===== src/hw/eirq_pkg.sv =====
// Purpose: Shared constants and types for the external request pin block.
// Assumes: Single 10 MHz core clock, synchronous active-high reset.
// Notes:   Register offsets are byte addresses on a 32-bit APB bus.
`default_nettype none

package eirq_pkg;

  // ********************************************************************
  // Register map.
  // ********************************************************************
  localparam logic [7:0] OFF_TIMER_EXT_INT_CONTROL = 8'h88;
  localparam logic [7:0] OFF_SRC_ENABLE            = 8'h8c;
  localparam logic [7:0] OFF_EVT_STATUS            = 8'h90;
  localparam logic [7:0] OFF_EVT_MASK              = 8'h94;
  localparam logic [7:0] OFF_CORE_STATUS           = 8'h98;

  // Field positions in timer_ext_int_control.
  localparam int BIT_TYPE0 = 0;
  localparam int BIT_FLAG0 = 1;
  localparam int BIT_TYPE1 = 2;
  localparam int BIT_FLAG1 = 3;

  // Event status bit positions.
  localparam int EVT_W     = 4;
  localparam int EVT_SET0  = 0;
  localparam int EVT_SET1  = 1;
  localparam int EVT_ENTRY = 2;
  localparam int EVT_WAKE  = 3;

  // Values after reset.
  localparam logic             RST_TYPE   = 1'b0;
  localparam logic [1:0]       RST_ENABLE = 2'h0;
  localparam logic [EVT_W-1:0] RST_MASK   = 4'h0;

  // Timing of the vector call, in core clock cycles.
  localparam int CALL_CYCLES         = 4;
  localparam int MIN_RESPONSE_CYCLES = 5;
  localparam int MAX_RESPONSE_CYCLES = 16;
  localparam logic [1:0] CALL_CNT_LAST = 2'(CALL_CYCLES - 1);

  typedef enum logic {ST_IDLE, ST_CALL} eirq_state_e;

  // Status of the instruction pipeline seen by the poller.
  typedef struct packed {
    logic last_cycle;
    logic writes_ctrl;
    logic is_return;
    logic higher_busy;
    logic return_done;
  } eirq_core_s;

endpackage : eirq_pkg

`default_nettype wire


===== src/hw/eirq_ctrl.sv =====
// Purpose: External request pins, their flags and the vector call timing.
// Assumes: APB slave with zero wait states; pins synchronous to core_clk.
// Notes:   Pin 0 outranks pin 1; other sources arrive as higher_busy.
//
// Operation
// - Flags are polled every cycle; an unserved level request is not remembered.
// - The vector long call lasts four clock cycles.
// - Service starts no sooner than five cycles after the flag is set.
// - Single-source response stays within sixteen cycles of activation.
// - Polling outside an instruction's last cycle defers the call.
// - Type bits 0 and 2 pick level (0) or falling edge (1).
// - Edge mode samples each pin every clock; high then low sets flag.
// - Edge flags (bits 1, 3) stay set until software or service entry.
// - Level flags equal the inverted pin; service entry leaves them.
// - Level flags are read-only; edge flags are read and write.
// - A level-mode pin still low after return raises a further request.
// - Activity on either pin wakes the device from power-down.
// - Call only if no equal/higher service, last cycle, no control write.
//
// Register access over APB was decided locally.
`default_nettype none

module eirq_ctrl (
  input  wire logic                core_clk,
  input  wire logic                rst,
  input  wire logic                psel,
  input  wire logic                penable,
  input  wire logic                pwrite,
  input  wire logic [7:0]          paddr,
  input  wire logic [31:0]         pwdata,
  output logic      [31:0]         prdata,
  output logic                     pready,
  output logic                     pslverr,
  input  wire logic                ext_request_pin_0,
  input  wire logic                ext_request_pin_1,
  input  wire eirq_pkg::eirq_core_s core_in,
  input  wire logic                power_down,
  output logic                     vector_long_call,
  output logic                     service_entry,
  output logic                     service_vector,
  output logic                     wake_req,
  output logic                     irq
);

  // ********************************************************************
  // APB decode.
  // ********************************************************************
  logic        setup_ph;
  logic        access_ph;
  logic        hit_ctrl;
  logic        hit_en;
  logic        hit_stat;
  logic        hit_mask;
  logic        hit_core;
  logic        hit_any;
  logic        wr_ctrl;
  logic        wr_en_reg;
  logic        wr_mask;
  logic        rd_stat;
  logic [31:0] rd_mux;
  logic [31:0] prdata_q;

  // Zero wait states: every access completes in its first access cycle.
  assign setup_ph  = psel & ~penable;
  assign access_ph = psel & penable;
  assign hit_ctrl  = (paddr == eirq_pkg::OFF_TIMER_EXT_INT_CONTROL);
  assign hit_en    = (paddr == eirq_pkg::OFF_SRC_ENABLE);
  assign hit_stat  = (paddr == eirq_pkg::OFF_EVT_STATUS);
  assign hit_mask  = (paddr == eirq_pkg::OFF_EVT_MASK);
  assign hit_core  = (paddr == eirq_pkg::OFF_CORE_STATUS);
  assign hit_any   = hit_ctrl | hit_en | hit_stat | hit_mask | hit_core;
  assign wr_ctrl   = access_ph & pwrite & hit_ctrl;
  assign wr_en_reg = access_ph & pwrite & hit_en;
  assign wr_mask   = access_ph & pwrite & hit_mask;
  assign rd_stat   = access_ph & ~pwrite & hit_stat;
  assign pready    = 1'b1;
  assign pslverr   = access_ph & ~hit_any;
  assign prdata    = prdata_q;

  // ********************************************************************
  // Control and configuration registers.
  // ********************************************************************
  logic                      type0_q;
  logic                      type1_q;
  logic [1:0]                src_en_q;
  logic [eirq_pkg::EVT_W-1:0] mask_q;

  // Type selects and enables steer the detectors and the poller.
  always_ff @(posedge core_clk) begin
    if (rst) begin
      type0_q  <= eirq_pkg::RST_TYPE;
      type1_q  <= eirq_pkg::RST_TYPE;
      src_en_q <= eirq_pkg::RST_ENABLE;
      mask_q   <= eirq_pkg::RST_MASK;
    end else begin
      if (wr_ctrl) begin
        type0_q <= pwdata[eirq_pkg::BIT_TYPE0];
        type1_q <= pwdata[eirq_pkg::BIT_TYPE1];
      end
      if (wr_en_reg) begin
        src_en_q <= pwdata[1:0];
      end
      if (wr_mask) begin
        mask_q <= pwdata[eirq_pkg::EVT_W-1:0];
      end
    end
  end

  // ********************************************************************
  // Pin detectors.
  // ********************************************************************
  logic flag0;
  logic flag1;
  logic fall0;
  logic fall1;
  logic clr0;
  logic clr1;

  eirq_pin_detect u_pin0 (
    .core_clk (core_clk),
    .rst      (rst),
    .pin      (ext_request_pin_0),
    .type_sel (type0_q),
    .wr_en    (wr_ctrl),
    .wr_val   (pwdata[eirq_pkg::BIT_FLAG0]),
    .hw_clr   (clr0),
    .flag     (flag0),
    .fall_evt (fall0)
  );

  eirq_pin_detect u_pin1 (
    .core_clk (core_clk),
    .rst      (rst),
    .pin      (ext_request_pin_1),
    .type_sel (type1_q),
    .wr_en    (wr_ctrl),
    .wr_val   (pwdata[eirq_pkg::BIT_FLAG1]),
    .hw_clr   (clr1),
    .flag     (flag1),
    .fall_evt (fall1)
  );

  // ********************************************************************
  // Poller and vector call sequencer.
  // ********************************************************************
  eirq_pkg::eirq_state_e state_q;
  eirq_pkg::eirq_state_e state_d;
  logic [1:0] call_cnt_q;
  logic [1:0] active_q;
  logic [1:0] active_d;
  logic       call_vec_q;
  logic       entry_q;
  logic       poll_ok;
  logic       req0;
  logic       req1;
  logic       take;
  logic       call_end;

  // Requests are judged from this cycle's flags only; nothing is queued.
  assign req0 = flag0 & src_en_q[0] & ~active_q[0];
  assign req1 = flag1 & src_en_q[1] & ~(|active_q);

  // The call may only start at an instruction boundary that is safe.
  assign poll_ok = (state_q == eirq_pkg::ST_IDLE) & core_in.last_cycle
                 & ~core_in.writes_ctrl & ~core_in.is_return
                 & ~core_in.higher_busy;
  assign take     = poll_ok & (req0 | req1);
  assign call_end = (state_q == eirq_pkg::ST_CALL)
                  & (call_cnt_q == eirq_pkg::CALL_CNT_LAST);

  // Entering the routine clears only an edge flag.
  assign clr0 = call_end & ~call_vec_q;
  assign clr1 = call_end & call_vec_q;

  // State advance from idle to call and back after four cycles.
  always_comb begin
    state_d = state_q;
    unique case (state_q)
      eirq_pkg::ST_IDLE: begin
        if (take) begin
          state_d = eirq_pkg::ST_CALL;
        end
      end
      eirq_pkg::ST_CALL: begin
        if (call_end) begin
          state_d = eirq_pkg::ST_IDLE;
        end
      end
    endcase
  end

  // Service bookkeeping; a return frees the highest level in service.
  always_comb begin
    active_d = active_q;
    if (core_in.return_done) begin
      if (active_q[0]) begin
        active_d[0] = 1'b0;
      end else begin
        active_d[1] = 1'b0;
      end
    end
    if (call_end) begin
      active_d[call_vec_q] = 1'b1;
    end
  end

  // The counter runs only while the call is under way.
  always_ff @(posedge core_clk) begin
    if (rst) begin
      state_q    <= eirq_pkg::ST_IDLE;
      call_cnt_q <= 2'h0;
      call_vec_q <= 1'b0;
      active_q   <= 2'h0;
      entry_q    <= 1'b0;
    end else begin
      state_q    <= state_d;
      call_cnt_q <= (state_q == eirq_pkg::ST_CALL) ? call_cnt_q + 2'h1 : 2'h0;
      if (take) begin
        call_vec_q <= ~req0; // Pin 0 wins a tie.
      end
      active_q <= active_d;
      entry_q  <= call_end;
    end
  end

  assign vector_long_call = (state_q == eirq_pkg::ST_CALL);
  assign service_entry    = entry_q;
  assign service_vector   = call_vec_q;

  // ********************************************************************
  // Wake-up and event status.
  // ********************************************************************
  logic                       wake_q;
  logic [eirq_pkg::EVT_W-1:0] evt;
  logic [eirq_pkg::EVT_W-1:0] evt_clr;
  logic [eirq_pkg::EVT_W-1:0] status_q;
  logic [eirq_pkg::EVT_W-1:0] status_d;

  // A low level on either pin is the wake activity, whatever the mode.
  always_ff @(posedge core_clk) begin
    if (rst) begin
      wake_q <= 1'b0;
    end else begin
      wake_q <= power_down & (~ext_request_pin_0 | ~ext_request_pin_1);
    end
  end
  assign wake_req = wake_q;

  assign evt[eirq_pkg::EVT_SET0]  = fall0 & type0_q;
  assign evt[eirq_pkg::EVT_SET1]  = fall1 & type1_q;
  assign evt[eirq_pkg::EVT_ENTRY] = call_end;
  assign evt[eirq_pkg::EVT_WAKE]  = wake_q;

  // Only the bits returned by the read are cleared, so a late event stays.
  assign evt_clr  = rd_stat ? prdata_q[eirq_pkg::EVT_W-1:0] : '0;
  assign status_d = (status_q & ~evt_clr) | evt;
  assign irq      = |(status_q & mask_q);

  always_ff @(posedge core_clk) begin
    if (rst) begin
      status_q <= '0;
    end else begin
      status_q <= status_d;
    end
  end

  // ********************************************************************
  // Read data, captured in the setup cycle.
  // ********************************************************************
  assign rd_mux =
      hit_ctrl ? {28'h0, flag1, type1_q, flag0, type0_q} :
      hit_en   ? {30'h0, src_en_q} :
      hit_stat ? {28'h0, status_q} :
      hit_mask ? {28'h0, mask_q} :
      hit_core ? {29'h0, active_q, vector_long_call} : 32'h0;

  always_ff @(posedge core_clk) begin
    if (rst) begin
      prdata_q <= 32'h0;
    end else if (setup_ph) begin
      prdata_q <= pwrite ? 32'h0 : rd_mux;
    end
  end
endmodule // eirq_ctrl

`default_nettype wire


===== src/hw/eirq_pin_detect.sv =====
// Purpose: Request flag logic for one external request pin.
// Assumes: Pin is synchronous to core_clk and idles high.
// Notes:   Edge mode keeps a sticky flag; level mode mirrors the inverted pin.
`default_nettype none

module eirq_pin_detect (
  input  wire logic core_clk,
  input  wire logic rst,
  input  wire logic pin,
  input  wire logic type_sel,
  input  wire logic wr_en,
  input  wire logic wr_val,
  input  wire logic hw_clr,
  output logic      flag,
  output logic      fall_evt
);

  // ********************************************************************
  // Sampling and flag.
  // ********************************************************************
  logic prev_q;
  logic flag_q;
  logic flag_d;
  logic edge_set;

  // A high sample followed by a low one marks a falling edge.
  assign fall_evt = prev_q & ~pin;
  assign edge_set = type_sel & fall_evt;

  // Set wins over both clears; level mode parks the sticky flag at zero.
  assign flag_d = !type_sel ? 1'b0 :
                  edge_set  ? 1'b1 :
                  wr_en     ? wr_val :
                  hw_clr    ? 1'b0 : flag_q;

  // Level mode shows the inverse pin directly and ignores writes.
  assign flag = type_sel ? flag_q : ~pin;

  // Reset the sample to the idle high level, so an idle pin shows no edge after reset.
  always_ff @(posedge core_clk) begin
    if (rst) begin
      prev_q <= 1'b1;
      flag_q <= 1'b0;
    end else begin
      prev_q <= pin;
      flag_q <= flag_d;
    end
  end
endmodule // eirq_pin_detect

`default_nettype wire


===== config.mk =====
export PLATFORM = sky130hd
export DESIGN_NAME = eirq_ctrl
export DESIGN_NICKNAME = d
export VERILOG_FILES = /design/src/hw/eirq_pkg.sv /design/src/hw/eirq_ctrl.sv /design/src/hw/eirq_pin_detect.sv
export SDC_FILE = /design/constraint.sdc
export NUM_CORES = 1
export LEC_CHECK = 0
export BUFFER_PORTS_ARGS = -buffer_cell sky130_fd_sc_hd__buf_2
export CAP_MARGIN = 20
export CELL_PAD_IN_SITES_DETAIL_PLACEMENT = 0
export CELL_PAD_IN_SITES_GLOBAL_PLACEMENT = 1
export CORE_ASPECT_RATIO = 0.8
export CORE_UTILIZATION = 33
export CTS_BUF_LIST = sky130_fd_sc_hd__clkbuf_4 sky130_fd_sc_hd__clkbuf_8 sky130_fd_sc_hd__clkbuf_16
export DETAILED_ROUTE_END_ITERATION = 10
export GPL_ROUTABILITY_DRIVEN = 0
export PLACE_DENSITY = 0.95
export SYNTH_ARGS = -nofsm -noshare
export SYNTH_HDL_FRONTEND = slang
export SYNTH_SLANG_ARGS = --single-unit
export TNS_END_PERCENT = 20

===== constraint.sdc =====
create_clock -name core_clk -period 3.4 [get_ports core_clk]
set_input_delay 0.51 -clock core_clk [delete_from_list [all_inputs] [get_ports core_clk]]
set_output_delay 0.51 -clock core_clk [all_outputs]
set_load 0.1 [all_outputs]

======== Word-level counts from Yosys, hierarchy flattened ========
Index checks and enable logic that the tools add are counted.
cells by class
  bitwise logic cells ..................... 52
  reduce and logical (&&, ||, !) cells .... 8
  muxes and demuxes ....................... 23
  order comparisons ....................... 2
  eq/ne operators ......................... 6
  $add $sub $neg .......................... 1
operator list
  kind                                                                  count
  8-bit == test, second input constant                                  5
  1-bit AND                                                             26
  4-bit two-way mux                                                     6
  1-bit NOT                                                             15
  1-bit two-way mux                                                     12
  4-bit AND                                                             2
  2-bit OR reduction                                                    4
  1-bit OR                                                              6
  3-bit nonzero test                                                    2
  2-bit two-way mux                                                     2
  4-bit NOT                                                             1
  4-bit OR                                                              1
  4-bit OR reduction                                                    1
  3-bit two-way mux                                                     1
  2-bit by 1-bit adder with 2-bit output, second input constant         1
  2-bit == test, second input constant                                  1
  1-bit by 2-bit < comparator with 1-bit output, second input constant  1
  2-bit OR                                                              1
  1-bit case mux with 2 select lines                                    1
  1-bit demux with 1-bit select                                         1
  1-bit >= comparator, second input constant                            1
  1-bit logical AND                                                     1
storage, ports and cells
  output and inout port bits .............. 39
  register bits ........................... 56
  input bits .............................. 53

======== Logic depth before layout (Yosys ltp) ========
Gate-level depths: netlist of run 1.
  depth in word-level cells ............... 8
  depth in mapped cells ................... 5
  mapped depth without buffers ............ 5

======== Cells and area by module ========
A second synthesis of run 1 with hierarchy kept.
second synthesis, totals
  cells, all modules ...................... 180
  area total of the unflattened synthesis .. 1660.3 um2
by module, submodules not included
  module           area an instance (um2)  times used  cells an instance
  eirq_ctrl        1472.7                  1           160
  eirq_pin_detect  93.8                    2           10

======== Worst setup path after synthesis of run 1 ========
OpenSTA, ideal clock, no wires.
  path kind ............................... input to output
  from .................................... input paddr[2]
  to ...................................... output pslverr
  arrival time ............................ 2.496 ns
  cell stages on the path ................. 4
  required time ........................... 2.890 ns
  buffers on the path ..................... 1
  slack ................................... 0.394 ns
  cell sequence ........................... clkbuf_1 -> nand3_1 -> o21a_1 -> a21oi_1
on the way
  word-level cells in the longest chain between the ends .. 7
  elaborated cells between the ends (all ways) .. 11
  those cells by class .................... eq/ne (5); bitwise (6)
RTL lines
  what                                     RTL line                          source
  start: declaration                       eirq_ctrl.sv:29                   input wire logic [7:0] paddr,
  8-bit == test, on equally long branches  eirq_ctrl.sv:66, eirq_ctrl.sv:67
  1-bit OR (3 in series)                   eirq_ctrl.sv:71                   assign hit_any = hit_ctrl | hit_en | hit_stat | hit_mask | hit_core;
  1-bit OR *                               eirq_ctrl.sv:71
  1-bit NOT *                              eirq_ctrl.sv:77                   assign pslverr = access_ph & ~hit_any;
  1-bit AND *                              eirq_ctrl.sv:77
  end: declaration                         eirq_ctrl.sv:33                   output logic pslverr,
Every way passes the cells marked *; elsewhere a longest branch is shown, timed or not.

======== Worst setup path after layout of run 1 ========
  from .................................... input paddr[0]
  to ...................................... output pslverr
The elaborated chain is that of the path after synthesis.

==> impl_metrics.yaml, run 1 <==
outcome:
  outcome: "completed"
place:
  place_hpwl_mm: 2.83
  place_area_um2: 1700
  io_buffers: 34
  placedCellCount: 267
floorplanning:
  ioPinCount: 92
  dieArea_um2: 5160
  fp.dieH_um: 64.5
  design.core.area_um2: 4620
  rows: 22
  start_util: 0.348
  die_w_um: 80.1
worst_setup_path:
  cpMaxStageDelayCell: "or4b_4"
  endpoint_kind: "output pin"
  critPathRequiredTime_ps: 2890
  crit_cells: 5
  rr_endpoint: "u_pin0.flag_q"
  path_delay_family: "simple AND/OR/NAND/NOR gates"
  cp_common_cell: "buf_2"
  ff2ff_setup_slack_ps: 2000
  reg2reg_depth: 5
  max_stage_delay_ps: 600
  path_buf_inv: 2
  critPathKind: "in2out"
  worstPathCellList: "buf_2, or4b_4, nor2_1, a21oi_1, buf_2"
  critPathArrivalTime_ps: 1730
  rr_startpoint: "call_cnt_q[0]"
  crit_path_start_kind: "input port"
  cp_max_fo: 6
power:
  ir_drop_mv: 0.195
  powerDensity_nw_per_um2: 454
  p_leak_nw: 0.738
cts:
  ctsRootBufferMaster: "clkbuf_8"
  cts.sink_count: 28
  path_clk_slew_ps: 90
  cts_setup_buffers: 0
  cts.repair.resized: 0
  cts_tree: "done"
  clockBufferDepth: 2
  htree_levels: 1
  cts_hold_buf: 0
  clk_latency_ps: 280
  cts_buffers: 3
synthesis:
  synth_cell_type_count: 48
  syn_area_um2: 1610
  synthSimpleGateAreaFrac: 0.221
  yosysWarnings: 0
  synth_edf_count: 0
  synthArstFlopShare: 0
  synth_top_family_by_area: "simple AND/OR/NAND/NOR gates"
  yosysSeqAreaShare: 0.348
  ys_ff_latch: 28
  synth_flop_cell: "dfxtp_1"
  syn_avg_cell_area_um2: 8.90
  synthXorXnorAreaFrac: 0
  synth_mux_area_frac: 0.0761
  synthCells: 181
  synth_compound_area_frac: 0.162
  synth_adder_area_share: 0.00777
finish:
  drive_gt1_frac: 0.237
  area_growth_pct: 9.95
  nets: 266
  antenna-diode-count: 0
  design_area_um2: 1770
  final_cells: 271
sta:
  rsz0062_at_grt: "no"
  worst_pin_slew_ps: 648
  hold_viol: 0
  finalCritPeriodShare: 0.659
  setup_viol: 0
  setup-tns-final_ps: 0
  finalMaxSlewViolations: 0
  hold_slack_ps: 445
  slew_headroom: 0.564
  fin_crit_ps: 2240
  timing.fmax_mhz: 446
  fin_skew_ps: 4.48
route:
  wl_mm: 3.53
  routed_via_density: 4.79
  firstDrtPassIters: 4
  drc: 0
  vias: 1299
  drt_iter0_markers: 126
  ant_nets: 0
  wire_per_inst_um: 13.0
global_routing:
  grt_max_degree: 22
  grt.overflow.total: 0
  grt_pass1_wl_mm: 5.58
  grtUsageTotal: 0.142
  antenna_found_initial: 0
  grt_pass1_vias: 1168
job:
  drv_cap: 0
min_path:
  min_to: "call_cnt_q[0]"
  worst_hold_startpoint: "call_cnt_q[0]"
  hold_path_depth: 1
  min_path_type: "reg2reg"
worst max-delay path by stage:
stage | slack (ps) | from | to
global route | 1090 | paddr[0] | pslverr
finish | 1160 | paddr[0] | pslverr
CTS | 1150 | paddr[0] | pslverr
floorplan | 390 | paddr[2] | pslverr
detailed placement | 1030 | paddr[0] | u_pin1.flag_q
global placement | 1120 | paddr[0] | u_pin1.flag_q
flip-flops by register name, summed over array words and instances (netlist names), 2 cells and up:
name / flops
active_q: 2
status_q: 4
prdata: 4
call_cnt_q: 2
mask_q: 4
src_en_q: 2
synthesized netlist by cell type (3+ instances only):
library cell | number | share of area
buf_4 | 29 | 0.14
dfxtp_1 | 28 | 0.35
nor2_1 | 17 | 0.040
mux2i_1 | 10 | 0.062
inv_1 | 9 | 0.021
a21oi_1 | 8 | 0.025
nand2_1 | 8 | 0.019
nand2b_1 | 7 | 0.027
nand3_1 | 5 | 0.016
a311oi_1 | 4 | 0.022
nor2b_1 | 4 | 0.016
clkbuf_1 | 3 | 0.0070
nor3_1 | 3 | 0.0093
power breakdown:
group | switching, mW | internal (mW) | leakage, nW
combinational | 0.182 | 0.0226 | 0.476
clock | 0.108 | 0.158 | 0.0357
sequential | 0.00190 | 0.331 | 0.226
total | 0.292 | 0.511 | 0.738
cell type report:
type | count | area [µm²]
well taps | 60 | 75.1
fillers | 495 | 2850
clock buffers | 3 | 41.3
multi-input cells | 136 | 860
inverters | 9 | 33.8
flip-flops and latches | 28 | 561
repair buffers | 34 | 170
clock inverters | 1 | 30.0
through the flow:
| step | utilization | worst slack [ps] | power, mW |
|---|---|---|---|
| 2_1_floorplan | - | 394 | 0.546 |
| 3_3_place_gp | 0.367 | 1120 | 0.543 |
| 3_5_place_dp | 0.367 | 1030 | 0.544 |
| 4_1_cts | 0.383 | 1150 | 0.808 |
| 5_1_grt | 0.383 | 1090 | 0.830 |
| 6_report | 0.383 | 1160 | 0.803 |
cell usage in the layout (no fill, tap or decap), types with 2 or more instances in the layout:
cell      Yosys  layout
buf_2         0      34
conb_1        2      29
dfxtp_1      28      28
nor2_1       17      17
mux2i_1      10      10
inv_1         9       9
nand2_1       8       8
a21oi_1       8       8
nand2b_1      7       7
nand3_1       5       5
a311oi_1      4       4
nor2b_1       4       4
nor3_1        3       3
clkbuf_8      1       3
o21a_1        2       2
a22oi_1       2       2
a21o_1        2       2
mux2_2        2       2
a31oi_1       2       2
or2_2         2       2
a32o_1        2       2
nor4_1        2       2
nor4_4        2       2
o311a_1       2       2
per-layer routing:
metal,GRT usage,vias up,part of all wire
met5,0,-,0
met1,0.210,607,0.49
met3,0.0394,2,0.074
li1,-,643,-
met4,0.0335,0,0.0045
met2,0.200,47,0.43
cells by family (layout without fill, tap and decap cells):
logic type                 Yosys count  after routing
and+or+nand+nor                     60             60
buffers and inverters               44             47
AOI/OAI and AO/OA                   34             34
DFF                                 28             28
muxes                               12             12
other                                2             29
adders and majority gates            1              1
Note: power is estimated with default switching activity, not from simulation.
==> inputs of run 2 (changes only) <==
--- a/config.mk
+++ b/config.mk
@@ -5,16 +5,17 @@
 export SDC_FILE = /design/constraint.sdc
 export NUM_CORES = 1
 export LEC_CHECK = 0
+export ABC_AREA = 1
 export BUFFER_PORTS_ARGS = -buffer_cell sky130_fd_sc_hd__buf_2
 export CAP_MARGIN = 20
 export CELL_PAD_IN_SITES_DETAIL_PLACEMENT = 0
 export CELL_PAD_IN_SITES_GLOBAL_PLACEMENT = 1
 export CORE_ASPECT_RATIO = 0.8
-export CORE_UTILIZATION = 33
+export CORE_UTILIZATION = 29
 export CTS_BUF_LIST = sky130_fd_sc_hd__clkbuf_4 sky130_fd_sc_hd__clkbuf_8 sky130_fd_sc_hd__clkbuf_16
 export DETAILED_ROUTE_END_ITERATION = 10
 export GPL_ROUTABILITY_DRIVEN = 0
-export PLACE_DENSITY = 0.95
+export PLACE_DENSITY = 0.89
 export SYNTH_ARGS = -nofsm -noshare
 export SYNTH_HDL_FRONTEND = slang
 export SYNTH_SLANG_ARGS = --single-unit
==> constraint.sdc (replaced) <==
create_clock -name core_clk -period 2.1 [get_ports core_clk]
set_input_delay 0.315 -clock core_clk [delete_from_list [all_inputs] [get_ports core_clk]]
set_output_delay 0.315 -clock core_clk [all_outputs]
set_load 0.1 [all_outputs]
==> run 2 against run 1 <==
Compared with the run above:
- hold slack worse by 190 ps
- synthesized area is 1.6% higher
- core utilization is 3.7 points lower
- sequential power is 62% higher
- non-clock buffer count is 1 higher
- first-iteration DRC count is 30% lower
- wire length is 4.0% higher
- final cell count is 26% higher
==> impl_metrics.yaml, run 2 <==
outcome:
  outcome: "completed"
finish:
  fin_util: 0.346
  drive_gt1_frac: 0.227
  area_growth_pct: 14.8
  final_cell_mix: "nand2_1, buf_2, conb_1, dfxtp_1"
  multi_input_area_um2: 847
  antenna-diode-count: 0
  final_cells: 342
  final_common_cell: "nand2_1"
  final-seq-area_um2: 561
  fill_cells: 592
  nets: 319
worst_setup_path:
  endpoint_kind: "output pin"
  max_stage_delay_ps: 290
  path_buf_inv: 3
  cp_max_fo: 6
  critPathKind: "in2out"
  path_delay_family: "simple AND/OR/NAND/NOR gates"
  critPathArrivalTime_ps: 1450
  worstPathCellList: "buf_2, inv_2, nand2_2, nor2_2, nand3_2, nand3_1, a211oi_4, buf_12"
  critPathRequiredTime_ps: 1780
  cpMaxStageDelayCell: "nor2_2"
  startpoint: "paddr[6]"
  crit_path_start_kind: "input port"
  rr_startpoint: "vector_long_call"
sta:
  setup_viol: 0
  finalMaxSlewViolations: 0
  rsz0062_at_grt: "no"
  fin_ws_ps: 331
  timing.fmax_mhz: 565
  finalCritPeriodShare: 0.842
  setup-tns-final_ps: 0
  fin_skew_ps: 6.10
  hold_viol: 0
  fin_crit_ps: 1770
synthesis:
  yosysSeqAreaShare: 0.343
  syn_area_um2: 1640
  syn_avg_cell_area_um2: 7.11
  yosysWarnings: 0
  synthCells: 230
  synth_flop_cell: "dfxtp_1"
  synthArstFlopShare: 0
  synth_common_cells: "nand2_1, buf_4, dfxtp_1, inv_1, nand3_1"
  synth_cell_type_count: 29
  synth_most_common_cell: "nand2_1"
  post-synth-top-area-cell: "dfxtp_1"
  synth_edf_count: 0
  synthTopCellsByArea: "dfxtp_1, buf_4, nand2_1"
  ys_ff_latch: 28
  post-synth-top-area-fraction: 0.343
cts:
  htree_levels: 1
  cts_hold_buf: 0
  cts.repair.resized: 0
  cts_tree: "done"
  clk_latency_ps: 280
  cts_setup_buffers: 0
  clockBufferDepth: 2
  cts.sink_count: 28
  path_clk_slew_ps: 100
  cts_buffers: 3
  ctsRootBufferMaster: "clkbuf_8"
route:
  drt_iter0_markers: 88
  firstDrtPassIters: 6
  routed_via_density: 4.26
  ant_nets: 0
  drc: 0
  wire_per_inst_um: 10.7
  vias: 1456
  wl_mm: 3.67
floorplanning:
  rows: 24
  die_w_um: 86.0
  fp.dieH_um: 69.2
  start_util: 0.301
  dieArea_um2: 5950
  ioPinCount: 92
  design.core.area_um2: 5440
job:
  drv_cap: 0
global_routing:
  grt_max_degree: 17
  grt.overflow.total: 0
  grtUsageTotal: 0.129
  grt_pass1_vias: 1275
  grt_pass1_wl_mm: 5.95
  antenna_found_initial: 0
power:
  totalPowerFinal_mw: 1.29
  p_switching_uw: 468
  p_int_uw: 826
  powerDensity_nw_per_um2: 689
  p_seq_frac: 0.416
  pwr-share-comb: 0.255
  ir_drop_mv: 0.197
  p_leak_nw: 0.914
  p_clk_frac: 0.330
  switching_share: 0.362
min_path:
  worst_hold_startpoint: "ext_request_pin_0"
  min_path_type: "in2reg"
place:
  placedCellCount: 338
  io_buffers: 34
  pre_cts_ws_ps: 348
  place_hpwl_mm: 2.98
## run 2: cell count changes in the layout (fill, tap and decap cells not counted), moves of 7 or more
cell / previous run / this run
o21ai_0: 1 / 13
a21oi_1: 8 / 16
mux2i_1: 10 / 0
nand2b_1: 7 / 0
nand3_1: 5 / 23
inv_1: 9 / 23
nand2_1: 8 / 39
## run 2: area by class of cell
type | instances | share of cell area
repair buffers | 35 | 0.103
well taps | 78 | 0.0520
inverters | 28 | 0.0580
clock inverters | 1 | 0.0160
flip-flops and latches | 28 | 0.298
clock buffers | 3 | 0.0220
multi-input cells | 169 | 0.451
## run 2: worst paths after layout
check,to,slack (ps),cells after the start
worst max-delay path,pslverr,330,8
worst min-delay path,u_pin0.prev_q,260,3
worst max register to register,u_pin0.flag_q,750,6
worst min register to register,call_cnt_q[0],430,1
## run 2: power by group through the flow
stage | combinational [mW] | sequential (mW) | clock [mW]
finish | 0.330 | 0.538 | 0.426
global route | 0.343 | 0.539 | 0.459
CTS | 0.329 | 0.538 | 0.434
detailed placement | 0.329 | 0.551 | 0
global placement | 0.328 | 0.550 | 0
floorplan | 0.320 | 0.559 | 0
## run 2: logic make-up after synthesis
kind of cell,after synthesis,share of synthesized area
and+or+nand+nor,104,0.317
buffers and inverters,60,0.209
AOI/OAI and AO/OA,35,0.119
DFF,28,0.343
other,2,0.00459
adders and majority gates,1,0.00765
## run 2: per-layer routing
layer,share of wire,up-vias,track usage,wire (µm)
li1,-,752,-,-
met1,0.50,645,0.195,1840
met2,0.41,57,0.178,1520
met3,0.080,2,0.0323,292
met4,0.0038,0,0.0333,14
met5,0,-,0,0
## run 2: through the flow
step                      hold WS [ps]  area [µm²]
after floorplan                    384        1750
after global placement             406        1810
after detailed placement           423        1810
after CTS                          257        1880
after global routing               274        1880
final                              257        1880
## run 2: worst register-to-register path, delay by kind of cell, from the launching register on
family | cells | cell delay (ps)
flip-flops | 1 | 470
AO/OA/AOI/OAI | 1 | 70
buffers and inverters | 1 | 30
AND/OR/NAND/NOR | 4 | 680
==> inputs of run 3 (changes only) <==
--- a/config.mk
+++ b/config.mk
@@ -11,11 +11,11 @@
 export CELL_PAD_IN_SITES_DETAIL_PLACEMENT = 0
 export CELL_PAD_IN_SITES_GLOBAL_PLACEMENT = 1
 export CORE_ASPECT_RATIO = 0.8
-export CORE_UTILIZATION = 29
+export CORE_UTILIZATION = 26
 export CTS_BUF_LIST = sky130_fd_sc_hd__clkbuf_4 sky130_fd_sc_hd__clkbuf_8 sky130_fd_sc_hd__clkbuf_16
 export DETAILED_ROUTE_END_ITERATION = 10
 export GPL_ROUTABILITY_DRIVEN = 0
-export PLACE_DENSITY = 0.89
+export PLACE_DENSITY = 0.85
 export SYNTH_ARGS = -nofsm -noshare
 export SYNTH_HDL_FRONTEND = slang
 export SYNTH_SLANG_ARGS = --single-unit
==> constraint.sdc (replaced) <==
create_clock -name core_clk -period 1.5 [get_ports core_clk]
set_input_delay 0.225 -clock core_clk [delete_from_list [all_inputs] [get_ports core_clk]]
set_output_delay 0.225 -clock core_clk [all_outputs]
set_load 0.1 [all_outputs]
==> run 3 against run 2 <==
Compared with the run above:
- non-clock buffer count rose by 4
- final cell count rose by 2.0%
- first-iteration DRC count rose by 22%
- sequential power rose by 40%
- critical path depth did not move
- register-to-register slack got worse by 530 ps
- global-route usage fell by 1.1 points
- largest cell class unchanged
- largest power group unchanged
==> impl_metrics.yaml, run 3 (same netlist as run 2, synthesis figures left out) <==
finish:
  nets: 323
  final_common_cell: "nand2_1"
  drive_gt1_frac: 0.246
  design_area_um2: 1920
  fin_util: 0.322
  final_cell_mix: "nand2_1, buf_2, conb_1, dfxtp_1, inv_1"
  antenna-diode-count: 0
  fill_cells: 663
  area_growth_pct: 17.5
  final_cells: 349
sta:
  setup-tns-final_ps: 0
  fin_skew_ps: 2.94
  finalCritPeriodShare: 0.931
  hold_slack_ps: 187
  timing.fmax_mhz: 716
  setup_viol: 0
  hold_viol: 0
  rsz0062_at_grt: "no"
  fin_crit_ps: 1400
  finalMaxSlewViolations: 0
  fin_ws_ps: 104
power:
  pwr-share-comb: 0.279
  p_int_mw: 1.04
  switching_share: 0.381
  p_clk_frac: 0.271
  ir_drop_mv: 0.339
  powerDensity_nw_per_um2: 870
  totalPowerFinal_mw: 1.67
  p_switching_uw: 637
  p_leak_nw: 0.941
  p_seq_frac: 0.451
floorplanning:
  dieArea_um2: 6610
  design.core.area_um2: 5970
  die_w_um: 90.7
  fp.dieH_um: 72.9
  start_util: 0.274
  ioPinCount: 92
  rows: 25
worst_setup_path:
  critPathKind: "in2out"
  critPathRequiredTime_ps: 1270
  critPathArrivalTime_ps: 1170
  rr_startpoint: "type1_q"
  ff2ff_setup_slack_ps: 220
  rr_endpoint: "vector_long_call"
  endpoint: "pslverr"
  startpoint: "paddr[3]"
  reg2reg_depth: 5
  cp_max_fo: 5
  endpoint_kind: "output pin"
  crit_path_start_kind: "input port"
outcome:
  outcome: "completed"
global_routing:
  grt_pass1_wl_mm: 6.06
  antenna_found_initial: 0
  grt_max_degree: 16
  grt_pass1_vias: 1264
  grtUsageTotal: 0.117
  grt.overflow.total: 0
cts:
  cts_tree: "done"
  clk_latency_ps: 270
  ctsRootBufferMaster: "clkbuf_8"
  cts_buffers: 3
  htree_levels: 1
  path_clk_slew_ps: 90
  clockBufferDepth: 2
  cts_hold_buf: 0
  cts_setup_buffers: 0
  cts.sink_count: 28
route:
  vias: 1474
  drc: 0
  wl_mm: 3.72
  routed_via_density: 4.22
  ant_nets: 0
  firstDrtPassIters: 4
  drt_iter0_markers: 107
  wire_per_inst_um: 10.7
place:
  pre_cts_ws_ps: 41.0
  io_buffers: 34
  place_area_um2: 1860
  place_hpwl_mm: 3.11
  placedCellCount: 345
job:
  drv_cap: 0
min_path:
  min_path_type: "in2reg"
[run 3: critical path, stage by stage]
cell,delay [ps]
buf_2,140
inv_2,70
nand2_1,60
nor2_1,60
nand2_2,80
nand2_1,80
a211oi_4,250
buf_12,210
[run 3: metal layers]
layer,track usage,share of wire,vias up
li1,-,-,758
met2,0.178,0.42,52
met4,0.0108,0,0
met1,0.172,0.51,664
met3,0.0313,0.068,0
met5,0,0,-
[run 3: cell type report]
type / count / area, µm² / area share
multi-input cells: 169 / 857 / 0.446
repair buffers: 39 / 238 / 0.124
clock buffers: 4 / 55.1 / 0.0286
inverters: 28 / 109 / 0.0566
flip-flops and latches: 28 / 562 / 0.292
well taps: 81 / 101 / 0.0527
[run 3: repair_timing]
action                                 CTS  global route
endpoints found under the hold margin    0             0
setup endpoints to repair                0             1
resized for setup                        0             2
[run 3: how the worst min path moves through the flow]
stage                      start            end  slack [ps]  cells past startpoint
2_1_floorplan                rst      prdata[1]         290                      1
3_3_place_gp       call_cnt_q[0]  call_cnt_q[0]         410                      1
3_5_place_dp       call_cnt_q[0]  call_cnt_q[0]         410                      1
4_1_cts        ext_request_pin_1  u_pin1.prev_q         180                      3
5_1_grt               power_down       wake_req         200                      2
6_report       ext_request_pin_1  u_pin1.prev_q         190                      3
[run 3: power by group through the flow]
stage                     combinational, mW  clock, mW  sequential (mW)
after floorplan                       0.448          0            0.782
after global routing                  0.487      0.501            0.755
after detailed placement              0.464          0            0.771
after CTS                             0.464      0.467            0.754
after global placement                0.462          0            0.771
final                                 0.466      0.452            0.754
